<file path="config.mk">
export PLATFORM = sky130hd
export DESIGN_NAME = wrsr_regs
export DESIGN_NICKNAME = d
export VERILOG_FILES = /design/src/wrsr_pkg.sv /design/src/wrsr_regs.sv
export SDC_FILE = /design/constraint.sdc
export NUM_CORES = 1
export LEC_CHECK = 0
export BUFFER_PORTS_ARGS = -buffer_cell sky130_fd_sc_hd__buf_2
export CAP_MARGIN = 40
export CORE_MARGIN = 3
export CORE_UTILIZATION = 40
export DETAILED_ROUTE_END_ITERATION = 8
export PLACE_DENSITY_LB_ADDON = 0.08
export SLEW_MARGIN = 20
export SYNTH_ARGS = -nofsm -noshare
export SYNTH_HDL_FRONTEND = slang
export SYNTH_SLANG_ARGS = --single-unit
</file>
<file path="constraint.sdc">
create_clock -name mclk -period 1.45 [get_ports mclk]
set_clock_uncertainty 0.15 [all_clocks]
set_input_delay 0.0725 -clock mclk [delete_from_list [all_inputs] [get_ports mclk]]
set_output_delay 0.0725 -clock mclk [all_outputs]
set_load 0.02 [all_outputs]
</file>
<file path="src/wrsr_pkg.sv">
// Package for the wireless receiver status register group.
// Assumes a byte-wide register port on the host interface clock.
package wrsr_pkg;

  // Byte offsets of the register group
  localparam logic [7:0] WRSR_ALIGN_X_ADDR   = 8'h38;
  localparam logic [7:0] WRSR_ALIGN_Y_ADDR   = 8'h39;
  localparam logic [7:0] WRSR_CHG_STAT_ADDR  = 8'h3a;
  localparam logic [7:0] WRSR_END_RSN_ADDR   = 8'h3b;
  localparam logic [7:0] WRSR_VOUT_RD_ADDR   = 8'h3c;
  localparam logic [7:0] WRSR_VOUT_SET_ADDR  = 8'h3e;
  localparam logic [7:0] WRSR_VRECT_RD_ADDR  = 8'h40;
  localparam logic [7:0] WRSR_NTC_RD_ADDR    = 8'h42;
  localparam logic [7:0] WRSR_CUR_RD_ADDR    = 8'h44;
  localparam logic [7:0] WRSR_DIE_RD_ADDR    = 8'h46;

  // Reset values and the value read from unmapped space
  localparam logic [7:0]  WRSR_CHG_STAT_RST = 8'h00;
  localparam logic [7:0]  WRSR_END_RSN_RST  = 8'h00;
  localparam logic [15:0] WRSR_VOUT_SET_RST = 16'h0000;
  localparam logic [7:0]  WRSR_UNMAPPED_RD  = 8'h00;

  // Documented ADC code width
  localparam int WRSR_ADC_BITS = 12;

  // End of power transfer reasons
  localparam logic [7:0] WRSR_EOPT_UNKNOWN  = 8'h00;
  localparam logic [7:0] WRSR_EOPT_END_CHG  = 8'h01;
  localparam logic [7:0] WRSR_EOPT_FAULT    = 8'h02;
  localparam logic [7:0] WRSR_EOPT_OVERTEMP = 8'h03;
  localparam logic [7:0] WRSR_EOPT_OVERVOLT = 8'h05;
  localparam logic [7:0] WRSR_EOPT_RECONFIG = 8'h06;
  localparam logic [7:0] WRSR_EOPT_NO_RESP  = 8'h08;

  // Charge status payload markers
  localparam logic [7:0] WRSR_CHG_NONE = 8'hff;

  // Host wait between command writes, in milliseconds
  localparam int WRSR_CMD_WAIT_MIN_MS = 3;

  // Byte register request from the host side
  typedef struct packed {
    logic [7:0] addr;
    logic [7:0] wdata;
    logic       wr;
    logic       rd;
  } wrsr_req_s;

  // Live measurements from the converter sequencer
  typedef struct packed {
    logic [7:0]  align_x;
    logic [7:0]  align_y;
    logic [15:0] vout;
    logic [15:0] vrect;
    logic [15:0] ntc;
    logic [15:0] iout;
    logic [15:0] iin;
    logic [15:0] die;
  } wrsr_meas_s;

endpackage : wrsr_pkg

</file>
<file path="src/wrsr_regs.sv">
// Status and setpoint registers of the wireless power receiver.
// Assumes requests and measurements come from logic on mclk.
`timescale 1ns/1ps

module wrsr_regs
  import wrsr_pkg::*;
#(
  parameter int ADC_BITS = WRSR_ADC_BITS  // Converter code width
) (
  input  wire logic       mclk,           // 20 MHz clock
  input  wire logic       reset_n,        // Async reset, active low
  input  wire wrsr_req_s  req,            // Byte register request
  output logic [7:0]      rdata,          // Read byte, registered
  output logic            rvalid,         // Read data valid pulse
  input  wire wrsr_meas_s meas,           // Live measurements
  input  wire logic       tx_mode,        // High while transmitting
  output logic [7:0]      charge_status_payload, // Charge packet payload
  output logic [7:0]      end_transfer_reason,   // End packet code
  output logic [15:0]     vout_setpoint,  // Output regulator setpoint
  output logic            rect_retarget   // Pulse: retarget rectifier
);

  // Codes wider than the register cannot be served
  if (ADC_BITS < 1 || ADC_BITS > 16) begin : g_width_check
    $error("ADC_BITS must lie in 1..16");
  end

  localparam logic [16:0] ADC_ONE  = 17'h00001;
  localparam logic [15:0] ADC_MASK = 16'((ADC_ONE << ADC_BITS) - ADC_ONE);

  logic [7:0]  chg_reg;
  logic [7:0]  rsn_reg;
  logic [15:0] set_reg;
  logic [7:0]  set_lo_stage_reg;
  logic [7:0]  hi_shadow_reg;
  logic [7:0]  rdata_reg;
  logic        rvalid_reg;
  logic        retarget_reg;

  // Measurement words, masked to the converter width except the current word
  wire logic [15:0] vout_val  = meas.vout & ADC_MASK;
  wire logic [15:0] vrect_val = meas.vrect & ADC_MASK;
  wire logic [15:0] ntc_val   = {4'h0, meas.ntc[11:0]} & ADC_MASK;
  wire logic [15:0] cur_val   = tx_mode ? meas.iin : meas.iout;
  wire logic [15:0] die_val   = meas.die & ADC_MASK;

  // Write decode
  wire logic wr_chg    = req.wr && (req.addr == WRSR_CHG_STAT_ADDR);
  wire logic wr_rsn    = req.wr && (req.addr == WRSR_END_RSN_ADDR);
  wire logic wr_set_lo = req.wr && (req.addr == WRSR_VOUT_SET_ADDR);
  wire logic wr_set_hi = req.wr && (req.addr == WRSR_VOUT_SET_ADDR + 8'h01);

  // Read selection; a low-byte read also yields the high byte to shadow
  logic [7:0] rd_byte;
  logic [7:0] rd_hi;
  logic       rd_lo_pair;
  always_comb begin
    rd_byte    = WRSR_UNMAPPED_RD;
    rd_hi      = 8'h00;
    rd_lo_pair = 1'b0;
    case (req.addr)
      WRSR_ALIGN_X_ADDR:  rd_byte = meas.align_x;
      WRSR_ALIGN_Y_ADDR:  rd_byte = meas.align_y;
      WRSR_CHG_STAT_ADDR: rd_byte = chg_reg;
      WRSR_END_RSN_ADDR:  rd_byte = rsn_reg;
      WRSR_VOUT_RD_ADDR: begin
        rd_byte    = vout_val[7:0];
        rd_hi      = vout_val[15:8];
        rd_lo_pair = 1'b1;
      end
      WRSR_VOUT_SET_ADDR: begin
        rd_byte    = set_reg[7:0];
        rd_hi      = set_reg[15:8];
        rd_lo_pair = 1'b1;
      end
      WRSR_VRECT_RD_ADDR: begin
        rd_byte    = vrect_val[7:0];
        rd_hi      = vrect_val[15:8];
        rd_lo_pair = 1'b1;
      end
      WRSR_NTC_RD_ADDR: begin
        rd_byte    = ntc_val[7:0];
        rd_hi      = ntc_val[15:8];
        rd_lo_pair = 1'b1;
      end
      WRSR_CUR_RD_ADDR: begin
        rd_byte    = cur_val[7:0];
        rd_hi      = cur_val[15:8];
        rd_lo_pair = 1'b1;
      end
      WRSR_DIE_RD_ADDR: begin
        rd_byte    = die_val[7:0];
        rd_hi      = die_val[15:8];
        rd_lo_pair = 1'b1;
      end
      WRSR_VOUT_RD_ADDR + 8'h01,
      WRSR_VOUT_SET_ADDR + 8'h01,
      WRSR_VRECT_RD_ADDR + 8'h01,
      WRSR_NTC_RD_ADDR + 8'h01,
      WRSR_CUR_RD_ADDR + 8'h01,
      WRSR_DIE_RD_ADDR + 8'h01: rd_byte = hi_shadow_reg;
      default: rd_byte = WRSR_UNMAPPED_RD;
    endcase
  end

  // Host-written bytes; held exactly as written
  always_ff @(posedge mclk or negedge reset_n) begin
    if (!reset_n) begin
      chg_reg <= WRSR_CHG_STAT_RST;
      rsn_reg <= WRSR_END_RSN_RST;
    end else begin
      if (wr_chg) chg_reg <= req.wdata;
      if (wr_rsn) rsn_reg <= req.wdata;
    end
  end

  // Setpoint commits on the high byte so the regulator never sees half a word
  always_ff @(posedge mclk or negedge reset_n) begin
    if (!reset_n) begin
      set_lo_stage_reg <= WRSR_VOUT_SET_RST[7:0];
      set_reg          <= WRSR_VOUT_SET_RST;
      retarget_reg     <= 1'b0;
    end else begin
      if (wr_set_lo) set_lo_stage_reg <= req.wdata;
      if (wr_set_hi) set_reg <= {req.wdata, set_lo_stage_reg};
      retarget_reg <= wr_set_hi;
    end
  end

  // Read port; high byte is frozen at the low-byte read to avoid tearing
  always_ff @(posedge mclk or negedge reset_n) begin
    if (!reset_n) begin
      rdata_reg     <= 8'h00;
      rvalid_reg    <= 1'b0;
      hi_shadow_reg <= 8'h00;
    end else begin
      rvalid_reg <= req.rd;
      if (req.rd) rdata_reg <= rd_byte;
      if (req.rd && rd_lo_pair) hi_shadow_reg <= rd_hi;
    end
  end

  assign rdata                 = rdata_reg;
  assign rvalid                = rvalid_reg;
  assign charge_status_payload = chg_reg;
  assign end_transfer_reason   = rsn_reg;
  assign vout_setpoint         = set_reg;
  assign rect_retarget         = retarget_reg;

  wire logic rd_at_y = req.rd && (req.addr == WRSR_ALIGN_Y_ADDR);
  wire logic rd_at_x = req.rd && (req.addr == WRSR_ALIGN_X_ADDR);
endmodule : wrsr_regs

</file>
==> flow_summary.toml <==
[placed_design]
io_buffers = 158
gp_congestion = 0.869
dp_hpwl_mm = 9.13
place_area_um2 = 4900
dp_cells = 620

[drt]
via_per_inst = 5.21
postRouteWirelength_mm = 11.7
drt-wirelength-per-cell_um = 17.6
drt-pass1-iter-count = 4
via_count = 3478
drtIter0Drc = 97
ant_nets = 0
drc = 0

[yosys]
synth_compound_area_share_pct = 16.8
mappedNetlistArea_um2 = 3480
yosys_warnings = 0
syn-instance-count = 313
synth.area.top_cells = "dfrtp_1 42%, mux2_1 9.7%, mux2_2 9.7%"
ys_seq_elements = 58
synthArstFlopShare_pct = 100
synthSimpleGateAreaFrac_pct = 13.0
synth_top_cell_area_share_pct = 41.8
synthMuxAreaShare_pct = 24.9
synthAdderAreaFrac_pct = 0
synth_top_family_by_area = "multiplexers"
avgSynthCellArea_um2 = 11.1
synth_most_common_cell = "dfrtp_1"
synth_xor_xnor_area_share_pct = 0
synthFlopType = "dfrtp_1"
yosysSeqAreaShare_pct = 41.8
synth_cell_types = 50
netlist.top_cell.by_area = "dfrtp_1"
netlist_top_cells_count = "58 x dfrtp_1, 30 x mux2_1, 30 x mux2_2, 20 x nand2_1, 19 x mux2i_1"
synth-edff-count = 0
syn-num-nets = 446

[timing]
fin_setup_tns_ps = -144
setup_ws_ps = -144
hold_viol = 0
final-setup-viol-count = 1
slew_violations = 0
rsz0062_at_grt = "true"
timing.final.crit_share_pct = 110
relSlewSlack_pct = 74.8
finalCriticalPeriod_ps = 1590
fmax_ghz = 0.627
tightest_slew_ps = 368
holdWs_ps = 18.0

[min_path]
holdPathEnd = "rdata[5]"
min-delay-start = "meas[53]"
holdCritPathClass = "in -> reg"
min_path_cells = 4

[worst_setup_path]
critPathKind = "reg -> reg"
end_kind = "register"
r2r-end = "rdata[6]"
critPathLaunch = "charge_status_payload[6]"
critical_path_peak_fanout = 2
worst_ep_required_time_ps = 1510
worstRegToRegCells = 5
cp_data_arrival_time_ps = 1650
max_stage_delay_ps = 400
slowest_stage = "dfrtp_2"
r2r-start = "charge_status_payload[6]"
reg2reg_slack_ps = -140
crit_chain = "mux2_4 > nand3b_1 > o32ai_2 > a2111oi_2 > a31oi_1"
critPathLaunchType = "register"

[layout]
final_nets = 693
instances_no_fill = 668
antenna-diode-count = 0
largest_reg_flops = 16
fin_area_um2 = 5550
multi_input_area_um2 = 2040
drive_gt1_share_pct = 54.4
area_delta_synth_final_pct = 59.7
regArea_um2 = 1450
nFillCells = 740

[power]
ir_drop_mv = 0.639
power_density_nw_per_um2 = 755
leakagePower_nw = 2.82

[clock_tree]
cts-root-buf = "clkbuf_8"
htreeDepth = 3
cts.sinks = 58
clk_latency_ps = 340
cts_buffers = 9
cts_max_path_buffers = 2
cts_tree = "done"
cts.clk_slew.worst_paths_ps = 60

[global_routing]
grt-ovfl-total = 0
grt_antenna_before_repair = 0
grt_pass1_wl_mm = 18.6
grt_max_degree = 59
first_global_vias = 3570
grt_use_total_pct = 24.4

[die]
die_y_um = 99.2
die_x_um = 99.2
num_rows = 33
io-pin-count = 175
die-area_um2 = 9840
start_util_pct = 41.7
core_um2 = 8340

[run_status]
violations = "negative setup slack"
run_status = "finished, violations left"

[job]
cap_violations = 0
## placed cells by master, fill, tap and decap left out, types with 5 or more instances in the layout
master,instances
buf_2,157
buf_4,65
dfrtp_1,56
mux2_1,29
dlygate4sd3_1,29
mux2_2,26
nand2_1,20
mux2i_1,19
o21ai_1,16
a21oi_1,13
clkbuf_8,12
nor2_1,10
nor2b_1,8
nand3_1,7
a22oi_2,6
a22o_1,6
buf_12,6
a211oi_1,5
mux2_4,5
a22oi_1,5
## cell type report
type | count | area share (%)
multi-input cells | 232 | 36.8
repair buffers | 258 | 30.5
flip-flops and latches | 58 | 26.2
clock buffers | 12 | 2.97
well taps | 105 | 2.37
clock inverters | 2 | 1.08
inverters | 1 | 0.0676
## per-stage QoR
stage	utilization (%)	setup WS [ps]	total power [mW]
floorplan	-	-130	2.02
global placement	58.7	-265	2.42
detailed placement	58.7	-251	2.43
CTS	65.5	-200	4.22
global route	66.6	-229	4.37
finish	66.6	-144	4.19
## where the power goes
part           leakage [nW]  internal [mW]  switching, mW  total (mW)
clock network         0.115           1.09          0.614        1.70
registers             0.794           1.67         0.0395        1.71
logic                  1.91          0.418          0.362       0.780
## critical path, delay by kind of cell, from the launching register on
family           cells  cell delay (ps)
flip-flops           1              400
AND/OR/NAND/NOR      1              120
AO/OA/AOI/OAI        3              540
multiplexers         1              270
## routing by layer
layer  track usage [%]  share of wire [%]  vias up
met5                 0                  0        -
met1              33.6                 44     1645
met2              38.8                 47      125
met4              7.67                1.6        0
li1                  -                  -     1690
met3              4.63                6.7       18
## how the worst max path moves through the flow
stage / depth (start not counted) / end / slack [ps]
CTS: 5 / rdata[6] / -200
global route: 5 / rdata[6] / -230
finish: 5 / rdata[6] / -140
floorplan: 4 / vout_setpoint[0] / -130
detailed placement: 6 / rdata[7] / -250
global placement: 5 / set_lo_stage_reg[1] / -270
## cells by family after synthesis
kind of cell / Yosys count
flip-flops: 58
AND/OR/NAND/NOR: 71
AO/OA/AOI/OAI: 82
multiplexers: 79
buffers and inverters: 23
## repair_timing
action | in CTS | in global routing
setup endpoints to repair | 6 | 16
setup buffers | 1 | 4
pin swaps | 7 | 17
hold endpoints to repair | 99 | 0
gates resized for setup | 10 | 13
hold buffers | 29 | 0
Power figures use the tool's default switching activity.
